--- src/wwd_consts.svh ---
// Offsets, field positions, reset values and timing counts of the windowed watchdog
`ifndef WWD_CONSTS_SVH
`define WWD_CONSTS_SVH

`define WWD_AW            12
`define WWD_ADDR_CTRL0    12'h000
`define WWD_ADDR_CTRL1    12'h004
`define WWD_ADDR_POWER_CONTROL_0    12'h008
`define WWD_ADDR_COUNT    12'h00c
`define WWD_ADDR_IRQ_ST   12'h010
`define WWD_ADDR_IRQ_EN   12'h014
`define WWD_ADDR_IRQ_CLR  12'h018

`define WWD_C0_EN_BIT     0
`define WWD_C0_PS_LSB     1
`define WWD_C0_PS_MSB     5
`define WWD_C1_CS_LSB     0
`define WWD_C1_CS_MSB     2
`define WWD_C1_WIN_LSB    8
`define WWD_C1_WIN_MSB    10
`define WWD_PC_WV_BIT     0
`define WWD_EV_TIMEOUT    0
`define WWD_EV_VIOLATION  1
`define WWD_NUM_EV        2

`define WWD_EN_RST        1'b0
`define WWD_PS_RST        5'h0b
`define WWD_CS_RST        3'h0
`define WWD_WIN_RST       3'h7
`define WWD_EV_RST        2'h0

`define WWD_CFG_SW_PS     5'h1f
`define WWD_CFG_SW_WIN    3'h7
`define WWD_CFG_SW_CS     3'h7
`define WWD_PS_MAX        5'h12
`define WWD_WIN_FULL      3'h7

`define WWD_MODE_ON       2'h3
`define WWD_MODE_NOSLEEP  2'h2
`define WWD_MODE_SW       2'h1

`define WWD_MS_US         1000
`define WWD_LF_HZ         31000
`define WWD_MF_HZ         31250
`define WWD_LF_TICKS      ((`WWD_LF_HZ * `WWD_MS_US + 999999) / 1000000)
`define WWD_MF_TICKS      ((`WWD_MF_HZ * `WWD_MS_US + 999999) / 1000000)

`endif

--- src/wwd_pkg.sv ---
// Types shared by the windowed watchdog files
package wwd_pkg;
  typedef enum logic [0:0] {
    WWD_DISARMED = 1'b0,
    WWD_ARMED    = 1'b1
  } wwd_arm_t;

  typedef enum logic [0:0] {
    WWD_SRC_LF = 1'b0,
    WWD_SRC_MF = 1'b1
  } wwd_src_t;
endpackage : wwd_pkg

--- src/wwd_sync.sv ---
// Two-flop synchroniser for inputs from other clock domains
`timescale 1ns/1ps
`default_nettype none
module wwd_sync #(
  parameter int W = 2
) (
  input  wire logic         clock,
  input  wire logic         rst_b,
  input  wire logic [W-1:0] async_in,
  output var  logic [W-1:0] sync_out
);
  logic [W-1:0] meta;

  genvar i;
  generate
    for (i = 0; i < W; i++) begin : g_bit
      always_ff @(posedge clock) begin
        if (!rst_b) begin
          meta[i]     <= 1'b0;
          sync_out[i] <= 1'b0;
        end else begin
          meta[i]     <= async_in[i];
          sync_out[i] <= meta[i];
        end
      end
    end
  endgenerate
endmodule : wwd_sync
`default_nettype wire

--- src/wwd_top.sv ---
// Windowed watchdog timer with APB registers and interrupt
// What this block does
// - With the period config field at all ones, the period comes from the software field.
// - Any other period config value sets the period and the software field is ignored.
// - After any reset the period defaults to about two seconds.
// - A clear instruction while the window is closed is a violation and resets.
// - Window size comes from the config field unless it is 111, then from control 1.
// - Window open is decided from the upper five bits of the count.
// - A violation raises a reset and clears the violation flag.
// - Power-on reset sets the violation flag and software may also write it.
// - The count clears on reset, valid clear, violation, timeout, sleep in/out, disable, startup timer, writes to control 0 or 1.
// - In windowed mode only a clear armed by a read of control 0, with the window open, clears the timer without a violation.
// - In windowed mode an unarmed clear instruction is a violation whether the window is open or not.
// - The time base is the low or mid frequency oscillator, chosen by config or software.
// - Enable config 11 on, 10 on except sleep, 01 by software bit, 00 off.
`include "wwd_consts.svh"
`timescale 1ns/1ps
`default_nettype none
module wwd_top (
  input  wire logic                clock,
  input  wire logic                rst_b,
  input  wire logic                power_on_reset,
  input  wire logic [`WWD_AW-1:0]  paddr,
  input  wire logic                psel,
  input  wire logic                penable,
  input  wire logic                pwrite,
  input  wire logic [31:0]         pwdata,
  output var  logic [31:0]         prdata,
  output var  logic                pready,
  output var  logic                pslverr,
  input  wire logic [4:0]          period_config_field,
  input  wire logic [2:0]          window_config_field,
  input  wire logic [2:0]          clock_config_field,
  input  wire logic [1:0]          wd_enable_config,
  input  wire logic                watchdog_clear_instruction,
  input  wire logic                sleeping,
  input  wire logic                sleep_entry,
  input  wire logic                sleep_exit_irq,
  input  wire logic                oscillator_startup_timer,
  input  wire logic                low_freq_internal_osc,
  input  wire logic                mid_freq_internal_osc,
  output var  logic                wd_reset,
  output var  logic                window_violation_flag,
  output var  logic                irq
);
  // Control register fields
  logic                       software_enable_bit;
  logic [4:0]                 period_select_field;
  logic [2:0]                 sw_clock_select;
  logic [2:0]                 sw_window_field;
  logic [`WWD_NUM_EV-1:0]     irq_status;
  logic [`WWD_NUM_EV-1:0]     irq_enable;
  wwd_pkg::wwd_arm_t          arm_state;

  // Time base
  logic [1:0]                 osc_sync;
  logic [1:0]                 osc_prev;
  logic                       tick;
  logic [5:0]                 prescale;
  logic [5:0]                 ticks_per_ms;
  wwd_pkg::wwd_src_t          src;

  // Counter and window
  logic [18:0]                wd_timer_count;
  logic [4:0]                 eff_ps;
  logic [2:0]                 eff_win;
  logic [2:0]                 eff_cs;
  logic [18:0]                period_ms;
  logic [23:0]                count_ext;
  logic [4:0]                 frac5;
  logic [4:0]                 open_thresh;
  logic                       window_open;
  logic                       windowed;
  logic                       active;
  logic                       timeout;
  logic                       clr_attempt;
  logic                       valid_clear;
  logic                       violation;
  logic                       count_clear;

  // Bus decode
  logic                       acc;
  logic                       wr;
  logic                       rd;
  logic                       hit;
  logic [31:0]                rd_mux;

  wwd_sync #(.W(2)) u_osc_sync (
    .clock    (clock),
    .rst_b    (rst_b),
    .async_in ({mid_freq_internal_osc, low_freq_internal_osc}),
    .sync_out (osc_sync)
  );

  // Edge detect only on synchronised levels
  always_ff @(posedge clock) begin
    if (!rst_b) begin
      osc_prev <= 2'h0;
    end else begin
      osc_prev <= osc_sync;
    end
  end

  // Software field takes over only when config is left blank
  always_comb begin
    eff_cs = (clock_config_field == `WWD_CFG_SW_CS) ? sw_clock_select
                                                     : clock_config_field;
    src    = (eff_cs[0]) ? wwd_pkg::WWD_SRC_MF : wwd_pkg::WWD_SRC_LF;
    unique case (src)
      wwd_pkg::WWD_SRC_LF: begin
        tick         = osc_sync[0] & ~osc_prev[0];
        ticks_per_ms = 6'(`WWD_LF_TICKS);
      end
      wwd_pkg::WWD_SRC_MF: begin
        tick         = osc_sync[1] & ~osc_prev[1];
        ticks_per_ms = 6'(`WWD_MF_TICKS);
      end
    endcase
  end

  always_comb begin
    if (period_config_field == `WWD_CFG_SW_PS) begin
      eff_ps = period_select_field;
    end else begin
      eff_ps = period_config_field;
    end
    if (eff_ps > `WWD_PS_MAX) begin
      eff_ps = `WWD_PS_MAX;
    end
  end

  always_comb begin
    eff_win = (window_config_field == `WWD_CFG_SW_WIN) ? sw_window_field
                                                        : window_config_field;
    windowed    = (eff_win != `WWD_WIN_FULL);
    // Open share is (win+1)/8 of the period, at its end
    open_thresh = 5'h1c - {eff_win, 2'b00};
    period_ms   = 19'h00001 << eff_ps;
    count_ext   = {wd_timer_count, 5'h00};
    frac5       = 5'(count_ext >> eff_ps);
    window_open = (frac5 >= open_thresh);
  end

  always_comb begin
    unique case (wd_enable_config)
      `WWD_MODE_ON:      active = 1'b1;
      `WWD_MODE_NOSLEEP: active = ~sleeping;
      `WWD_MODE_SW:      active = software_enable_bit;
      default:           active = 1'b0;
    endcase
  end

  assign acc = psel & penable & pready;
  assign wr  = acc & pwrite;
  assign rd  = acc & ~pwrite;

  always_comb begin
    clr_attempt = watchdog_clear_instruction & active;
    // Unarmed clear is a violation even with the window open
    violation   = clr_attempt & windowed &
                  ((arm_state != wwd_pkg::WWD_ARMED) | ~window_open);
    valid_clear = clr_attempt & ~violation;
    timeout     = active & tick & (wd_timer_count + 19'h00001 >= period_ms) &
                  (prescale == ticks_per_ms - 6'h01);
    count_clear = valid_clear | violation | timeout | sleep_entry | sleep_exit_irq |
                  ~active | oscillator_startup_timer |
                  (wr & ((paddr == `WWD_ADDR_CTRL0) | (paddr == `WWD_ADDR_CTRL1)));
  end

  // Counting in whole milliseconds keeps the window compare a shift
  always_ff @(posedge clock) begin
    if (!rst_b) begin
      prescale       <= 6'h00;
      wd_timer_count <= 19'h00000;
    end else if (count_clear) begin
      prescale       <= 6'h00;
      wd_timer_count <= 19'h00000;
    end else if (tick) begin
      if (prescale >= ticks_per_ms - 6'h01) begin
        prescale       <= 6'h00;
        wd_timer_count <= wd_timer_count + 19'h00001;
      end else begin
        prescale <= prescale + 6'h01;
      end
    end
  end

  // Arming: a read of control 0 arms, any clear instruction spends it, even while inactive
  always_ff @(posedge clock) begin
    if (!rst_b) begin
      arm_state <= wwd_pkg::WWD_DISARMED;
    end else begin
      unique case (arm_state)
        wwd_pkg::WWD_DISARMED: begin
          if (rd & (paddr == `WWD_ADDR_CTRL0) & ~watchdog_clear_instruction) begin
            arm_state <= wwd_pkg::WWD_ARMED;
          end
        end
        wwd_pkg::WWD_ARMED: begin
          if (watchdog_clear_instruction) begin
            arm_state <= wwd_pkg::WWD_DISARMED;
          end
        end
      endcase
    end
  end

  always_ff @(posedge clock) begin
    if (!rst_b) begin
      wd_reset <= 1'b0;
    end else begin
      wd_reset <= violation | timeout;
    end
  end

  // Flag survives ordinary resets; only power-on sets it during reset
  always_ff @(posedge clock) begin
    if (!rst_b) begin
      if (power_on_reset) begin
        window_violation_flag <= 1'b1;
      end
    end else if (violation) begin
      window_violation_flag <= 1'b0;
    end else if (wr & (paddr == `WWD_ADDR_POWER_CONTROL_0)) begin
      window_violation_flag <= pwdata[`WWD_PC_WV_BIT];
    end
  end

  always_ff @(posedge clock) begin
    if (!rst_b) begin
      software_enable_bit <= `WWD_EN_RST;
      period_select_field <= `WWD_PS_RST;
    end else if (wr & (paddr == `WWD_ADDR_CTRL0)) begin
      software_enable_bit <= pwdata[`WWD_C0_EN_BIT];
      period_select_field <= pwdata[`WWD_C0_PS_MSB:`WWD_C0_PS_LSB];
    end
  end

  always_ff @(posedge clock) begin
    if (!rst_b) begin
      sw_clock_select <= `WWD_CS_RST;
      sw_window_field <= `WWD_WIN_RST;
    end else if (wr & (paddr == `WWD_ADDR_CTRL1)) begin
      sw_clock_select <= pwdata[`WWD_C1_CS_MSB:`WWD_C1_CS_LSB];
      sw_window_field <= pwdata[`WWD_C1_WIN_MSB:`WWD_C1_WIN_LSB];
    end
  end

  // Status: a new event wins over a clear in the same cycle
  always_ff @(posedge clock) begin
    if (!rst_b) begin
      irq_status <= `WWD_EV_RST;
    end else begin
      irq_status <= (irq_status &
                     ~((wr & (paddr == `WWD_ADDR_IRQ_CLR)) ?
                       pwdata[`WWD_NUM_EV-1:0] : `WWD_EV_RST)) |
                    {violation, timeout};
    end
  end

  always_ff @(posedge clock) begin
    if (!rst_b) begin
      irq_enable <= `WWD_EV_RST;
    end else if (wr & (paddr == `WWD_ADDR_IRQ_EN)) begin
      irq_enable <= pwdata[`WWD_NUM_EV-1:0];
    end
  end

  always_ff @(posedge clock) begin
    if (!rst_b) begin
      irq <= 1'b0;
    end else begin
      irq <= |(irq_status & irq_enable);
    end
  end

  always_comb begin
    hit    = 1'b1;
    rd_mux = 32'h00000000;
    unique case (paddr)
      `WWD_ADDR_CTRL0: begin
        rd_mux[`WWD_C0_EN_BIT]                  = software_enable_bit;
        rd_mux[`WWD_C0_PS_MSB:`WWD_C0_PS_LSB]   = period_select_field;
      end
      `WWD_ADDR_CTRL1: begin
        rd_mux[`WWD_C1_CS_MSB:`WWD_C1_CS_LSB]   = sw_clock_select;
        rd_mux[`WWD_C1_WIN_MSB:`WWD_C1_WIN_LSB] = sw_window_field;
      end
      `WWD_ADDR_POWER_CONTROL_0:  rd_mux[`WWD_PC_WV_BIT] = window_violation_flag;
      `WWD_ADDR_COUNT:  rd_mux[18:0] = wd_timer_count;
      `WWD_ADDR_IRQ_ST: rd_mux[`WWD_NUM_EV-1:0] = irq_status;
      `WWD_ADDR_IRQ_EN: rd_mux[`WWD_NUM_EV-1:0] = irq_enable;
      `WWD_ADDR_IRQ_CLR: rd_mux = 32'h00000000;
      default:          hit = 1'b0;
    endcase
  end

  // One cycle of setup, answer in the first access cycle
  always_ff @(posedge clock) begin
    if (!rst_b) begin
      pready  <= 1'b0;
      pslverr <= 1'b0;
      prdata  <= 32'h00000000;
    end else if (psel & ~penable & ~pready) begin
      pready  <= 1'b1;
      pslverr <= ~hit;
      prdata  <= (pwrite | ~hit) ? 32'h00000000 : rd_mux;
    end else begin
      pready  <= 1'b0;
      pslverr <= 1'b0;
      prdata  <= 32'h00000000;
    end
  end
endmodule : wwd_top
`default_nettype wire

--- config.mk ---
export PLATFORM = sky130hd
export DESIGN_NAME = wwd_top
export DESIGN_NICKNAME = d
export VERILOG_FILES = /design/src/wwd_pkg.sv /design/src/wwd_sync.sv /design/src/wwd_top.sv
export VERILOG_INCLUDE_DIRS = /design/src
export SDC_FILE = /design/constraint.sdc
export NUM_CORES = 1
export LEC_CHECK = 0
export BUFFER_PORTS_ARGS = -buffer_cell sky130_fd_sc_hd__buf_2
export CAP_MARGIN = 20
export CORE_ASPECT_RATIO = 0.6
export CORE_MARGIN = 3
export CORE_UTILIZATION = 50
export CTS_CLUSTER_DIAMETER = 50
export CTS_CLUSTER_SIZE = 14
export DETAILED_ROUTE_END_ITERATION = 16
export PLACE_DENSITY = 0.8
export SLEW_MARGIN = 20
export SYNTH_ARGS = -nofsm -noshare
export SYNTH_HDL_FRONTEND = slang
export SYNTH_SLANG_ARGS = --single-unit
export TNS_END_PERCENT = 1
--- constraint.sdc ---
create_clock -name clock -period 3.8 [get_ports clock]
set_input_delay 0.76 -clock clock [delete_from_list [all_inputs] [get_ports clock]]
set_output_delay 0.76 -clock clock [all_outputs]
set_load 0.01 [all_outputs]
---- After elaboration in Yosys (flattened, before gate mapping) ----
Cells that the tools add are included.
cells by class
  bitwise logic cells ..................... 54
  eq/ne operators ......................... 15
  shifts and indexed selects .............. 2
  reductions and logical operators ........ 10
  $mul .................................... 0
  order comparisons ....................... 4
  divide/modulo/power cells ............... 0
  add/subtract/negate cells ............... 4
  multiplexer cells ....................... 24
operators with widths
  kind                                                  number
  equality test 12 x 5 -> 1 bit, second input constant  3
  equality test 12 x 4 -> 1 bit, second input constant  2
  right shift 24 x 5 -> 5 bit                           1
  AND 1 bit                                             23
  adder 19 x 1 -> 19 bit, second input constant         1
  greater-or-equal comparator 19 bit                    1
  left shift 1 x 5 -> 19 bit, first input constant      1
  inverter 1 bit                                        16
  equality test 12 x 3 -> 1 bit, second input constant  1
  zero test 12 bit                                      1
  one-hot mux 3 bit (2 select lines)                    2
  one-hot mux 6 bit (2 select lines)                    1
  bitwise OR 1 bit                                      11
  2-to-1 mux 1 bit                                      10
  2-to-1 mux 5 bit                                      2
  OR reduction 7 bit                                    1
  adder 6 x 1 -> 6 bit, second input constant           1
  equality test 3 bit, second input constant            2
  equality test 6 bit                                   1
  greater-or-equal comparator 6 bit                     1
  2-to-1 mux 6 bit                                      1
  one-hot mux 1 bit (3 select lines)                    2
  one-hot mux 1 bit (6 select lines)                    1
  AND reduction 2 bit                                   3
  other kinds (20)                                      24
storage, ports and cells
  bits in read-only memories .............. 0
  latch bits .............................. 0
  memories ................................ 0
  output and inout bits ................... 37
  RAM bits ................................ 0
  flip-flop bits (word level) ............. 85
  word-level logic and storage cells ...... 135
  input bits .............................. 70

---- Logic depth before layout (Yosys ltp) ----
  word-level depth ........................ 19
  gate-level depth with buffers ........... 17
  gate-level depth less buffers ........... 16

---- Hierarchy ----
A second synthesis with hierarchy kept.
second synthesis, totals
  cell total of the unflattened synthesis .. 611
  area, all modules ....................... 4914.7 µm²
by module, submodules not included
  module    instances  cells an instance  sequential area each (µm²)  area an instance (µm²)
  wwd_top   1          603                1371.3                      4809.6
  wwd_sync  1          8                  80.1                        105.1

---- Worst setup path before layout ----
No wires, ideal clock.
  path type ............................... input to register
  from .................................... input port period_config_field[1]
  to ...................................... register window_violation_flag (enable)
  library setup time ...................... 249 ps
  arrival ................................. 3549 ps
  cell stages on the path ................. 15
  required time ........................... 3551 ps
  buffers on the path ..................... 1
  setup slack ............................. 2 ps
  cells stage by stage .................... or2b_1 -> o21ai_1 -> nor2_4 -> buf_6 -> mux2i_1 -> a21o_1 -> a22o_1 -> or3_1 -> ha_1 -> nand3_1 -> a211oi_1 -> nand3_1 -> o221a_2 -> nand4_1 -> a21oi_1
between the ends
  word-level cells in the longest chain between the ends .. 11
RTL lines
  element                                RTL line        text
  start: declaration                     wwd_top.sv:31   input wire logic [4:0] period_config_field,
  equality test 5 bit (no line)          -
  2-to-1 mux 5 bit (*)                   wwd_top.sv:122  if (period_config_field == `WWD_CFG_SW_PS) begin
  > comparator 5 bit (no line)           -
  2-to-1 mux 5 bit (*)                   wwd_top.sv:127  if (eff_ps > `WWD_PS_MAX) begin
  right shift 24 x 5 -> 5 bit (*)        wwd_top.sv:140  frac5 = 5'(count_ext >> eff_ps);
  greater-or-equal comparator 5 bit (*)  wwd_top.sv:141  window_open = (frac5 >= open_thresh);
  inverter 1 bit (*)                     wwd_top.sv:161  ((arm_state != wwd_pkg::WWD_ARMED) | ~window_open);
  bitwise OR 1 bit (*)                   wwd_top.sv:161
  AND 1 bit (*)                          wwd_top.sv:160  violation = clr_attempt & windowed &
  != test 3 x 1 -> 1 bit (no line) (*)   -
  AND reduction 2 bit (no line) (*)      -
  end signal: assignment                 wwd_top.sv:225  window_violation_flag <= pwdata[`WWD_PC_WV_BIT];
  end: declaration                       wwd_top.sv:43   output var logic window_violation_flag,
Mark *: on every way between the ends. The rest lies on a longest branch, timed or not.
A chain may end at the register's enable or synchronous reset.

---- Final worst setup path ----
  from .................................... input port period_config_field[1]
  to ...................................... register wd_reset
between the ends
  word-level cells in the longest chain between the ends .. 10
  elaborated cells between the ends (all ways) .. 14
  those cells by class .................... 3 x order compare; 1 x eq/ne; 2 x shift; 2 x mux; 6 x bitwise
RTL lines
  element                            RTL line        text
  equality test 5 bit (no line)      -
  2-to-1 mux 5 bit (*)               wwd_top.sv:122
  > comparator 5 bit (no line)       -
  2-to-1 mux 5 bit (*)               wwd_top.sv:127
  right shift 24 x 5 -> 5 bit        wwd_top.sv:140
  greater-or-equal comparator 5 bit  wwd_top.sv:141
  inverter 1 bit                     wwd_top.sv:161
  bitwise OR 1 bit                   wwd_top.sv:161
  AND 1 bit                          wwd_top.sv:160
  bitwise OR 1 bit (*)               wwd_top.sv:212  wd_reset <= violation | timeout;
  end signal: assignment             wwd_top.sv:212
  end: declaration                   wwd_top.sv:42   output var logic wd_reset,
Marks and branches as above.

==> metrics.md <==
| Metric | Value |
|---|---|
| Leak Pwr | 2.78 nW |
| Via count | 4733 |
| Gate power share | 14.9% |
| Non-Filler Instances | 853 |
| Clk root buf | clkbuf_16 |
| VDD IR-drop max | 0.205 mV |
| CTS Buf Count | 9 |
| Clk_lat worst skew | 0.34 ns |
| Ports | 107 |
| Max Clk Rate | 0.258 GHz |
| Yosys Warn Count | 0 |
| First element of the critical path | period_config_field[1] |
| Worst Path Max Fanout | 6 |
| Pwr dens | 300 nW/um2 |
| Vias in the first global route | 4527 |
| DP Area | 5750 um2 |
| Initial DRC Count | 358 |
| Avg Synthesized Cell Area | 8.24 um2 |
| Relative slew slack | 51.1% |
| Worst Reg2Reg Path Length in Cells | 17 |
| Most common cell in the netlist | dfxtp_1 |
| Initial core utilization | 52.0% |
| Psw | 483 uW |
| Leading post-synthesis cells by cell area | dfxtp_1 (29%), mux2i_1 (7.7%), ha_1 (6.5%), nand2_1 (4.7%), nor2_1 (4.4%) |
| Hold/Removal Path Class | reg2reg |
| # port buffers | 70 |
| Post-route ant nets | 0 |
| Status | complete, but fails checks |
| Worst slack, placed | -0.399 ns |
| Core area | 9290 um2 |
| FF+latch count, synth | 72 |
| FF-to-FF End | wd_reset |
| Net Sw Frac | 25.7% |
| Die Y-Extent | 82.1 um |
| Worst-margin pin slew | 0.727 ns |
| Die Footprint | 10900 um2 |
| TritonCTS clock tree | yes |
| Post-Layout Inst Area | 6250 um2 |
| Final setup violation count | 4 |
| Clk buf depth | 2 |
| FFs w/ async S/R, synth | 0% |
| Die width | 133 um |
| Crit. End Element | flip-flop |
| Post-Synthesis Cells | 586 |
| First-pass GRT wire length | 23700 um |
| Fraction of layout cells with a size suffix above 1 | 30.0% |
| R2R setup slack | 0.14 ns |
| Gr usage total | 27.7% |
| Post-DR vias/cell | 5.55 |
| Setup WS post-layout | -0.0788 ns |
| Kind of critical path | in2reg |
| Clock transition at path regs | 0.06 ns |
| Gpl congestion | 0.964 |
| Syn-to-layout area delta | 29.5% |
| Library cells used by synthesis | 64 |
| CP Launch Type | input pin |
| R2r startpoint | period_select_field[2] |
| Largest net degree at the start of global routing | 30 |
| Sink Count | 72 |
| DRC violations left | 0 |
| DR WL/cell | 17.9 um |
| H-tree Lvls | 3 |
| Fin nets | 813 |
| Part of the power in the clock network | 44.4% |
| Dpl hpwl | 11700 um |
| Drt pass-1 iters | 5 |
| Synthesized area | 4830 um2 |
| WP data arrival | 4.10 ns |
| Share of power burned in registers | 40.7% |
| Max-cap violation count | 0 |
| Final Cycle Share | 102% |
| Antenna diodes | 0 |
| Crit path to | wd_reset |
| Gr ovfl total | 0 |
| Placed Cells | 833 |
| PnR Total Power | 1.88 mW |
| Violated checks | setup timing |
| Synth Flop Type | dfxtp_1 |
| Row Count | 27 |
| Setup TNS | -0.288 ns |
| Max-slew violations | 0 |
| Unrepaired setup endpoints after global routing | yes |
| Final Hold Vio Count | 0 |
| Total length of routed wires | 15300 um |
| CTS hold repair buffers | 0 |
| Pint | 1.40 mW |
| EDFF count, synth | 1 |
| Clk_skew | 0.00839 ns |
| Seq/Total Area, Yosys | 30.1% |
| Most frequent cells after synthesis | dfxtp_1 (71), nand2_1 (60), nor2_1 (56) |
| Area leader, netlist | dfxtp_1 |
| Share of the synthesized area in the top cell type | 29.4% |
| Initial antenna violation count | 1 |
| Post-route minimum period | 3.88 ns |
| Required time worst endpoint | 4.02 ns |
[worst min-delay path by stage]
stage	slack, ns	from	to	cells after the start
after floorplan	0.41	u_osc_sync.meta[0]	u_osc_sync.sync_out[0]	1
after global placement	0.42	u_osc_sync.meta[0]	u_osc_sync.sync_out[0]	1
after detailed placement	0.42	u_osc_sync.meta[0]	u_osc_sync.sync_out[0]	1
after CTS	0.44	u_osc_sync.meta[0]	u_osc_sync.sync_out[0]	1
after global routing	0.45	u_osc_sync.meta[1]	u_osc_sync.sync_out[1]	1
final	0.43	u_osc_sync.meta[0]	u_osc_sync.sync_out[0]	1
[cells by family (layout without fill, tap and decap cells)]
| family | after synthesis | after routing | synth area share (%) |
|---|---|---|---|
| buffers and inverters | 64 | 189 | 7.31 |
| and+or+nand+nor | 237 | 237 | 24.9 |
| xor gates and xnor gates | 35 | 35 | 6.35 |
| AOI/OAI and AO/OA | 106 | 106 | 14.3 |
| adders and majority gates | 25 | 25 | 6.48 |
| other | 1 | 13 | 0.0777 |
| DFF | 72 | 72 | 30.1 |
| muxes | 46 | 46 | 10.5 |
[cells in the final DEF, fill, tap and decap left out, drive strengths merged, types with 2 or more instances in the layout]
| cell | count |
|---|---|
| nor2 | 57 |
| mux4 | 3 |
| or2 | 4 |
| nor2b | 20 |
| mux2i | 37 |
| nand3b | 4 |
| buf | 157 |
| nand3 | 23 |
| conb | 13 |
| a21oi | 32 |
| xnor2 | 17 |
| a22o | 9 |
| nand2 | 62 |
| mux2 | 6 |
| o21a | 3 |
| dfxtp | 71 |
| a21o | 6 |
| o21ai | 27 |
| a21boi | 2 |
| ha | 25 |
| or3 | 7 |
| nand4 | 11 |
| o31a | 2 |
| a211oi | 6 |
| and2 | 17 |
| o22ai | 4 |
| inv | 17 |
| xor2 | 18 |
| clkinv | 2 |
| nand2b | 10 |
| nor4 | 4 |
| a22oi | 3 |
| nor3 | 8 |
| clkinvlp | 2 |
| clkbuf | 11 |
| and3 | 6 |
[per-layer routing]
metal | wire [um] | global-route usage, %
met3 | 1130 | 8.05
met4 | 112 | 5.60
met2 | 6680 | 43.7
met1 | 7370 | 38.2
met5 | 8 | 0
[layout make-up]
cell class                 count  area [um2]
fill                         784        3040
timing repair buffer         157        1100
inverter                      16        60.1
clock buffer                  11         264
tap                          130         163
sequential                    72        1450
multi-input combinational    462        3180
clock inverter                 5        37.5
[timing repair]
action,4_1_cts,5_1_grt
endpoints found under the setup margin,4,29
buffers inserted,0,4
cloned,0,0
pin swaps,0,19
gates resized for setup,5,36
[sequential cells by signal (all words and copies together), names as in the netlist]
name	count
window_violation_flag	1
prdata	19
software_enable_bit	1
period_select_field	5
irq_enable	2
wd_timer_count	19
irq_status	2
osc_prev	2
prescale	6
arm_state	1
irq	1
u_osc_sync.sync_out	2
pready	1
sw_clock_select	3
u_osc_sync.meta	2
pslverr	1
sw_window_field	3
wd_reset	1
[critical path: stages]
cell and delay, ns:
buf_2 0.10, nand2_2 0.07, buf_4 0.16, o41a_1 0.38, a21oi_2 0.16, buf_4 0.18, mux2i_1 0.24, mux2i_1 0.10
o21ai_0 0.27, mux2_4 0.22, a21oi_2 0.05, ha_1 0.32, nand3_2 0.10, a211oi_2 0.15, nand3_1 0.10, o221a_2 0.29
nand4_1 0.20, buf_4 0.17, a21oi_2 0.05
[power by group through the flow]
stage          clock network [mW]  logic [mW]  registers (mW)
2_1_floorplan                   0       0.135           0.782
3_3_place_gp                    0       0.239           0.781
3_5_place_dp                    0       0.245           0.781
4_1_cts                     0.850       0.249           0.764
5_1_grt                     0.880       0.300           0.764
6_report                    0.835       0.280           0.764
[stage by stage]
step,hold slack (ns),util (%)
after floorplan,0.412,-
after global placement,0.415,61.9
after CTS,0.437,65.5
after global routing,0.447,67.3
after detailed placement,0.423,61.9
final,0.433,67.3
(Power assumes the default switching activity.)
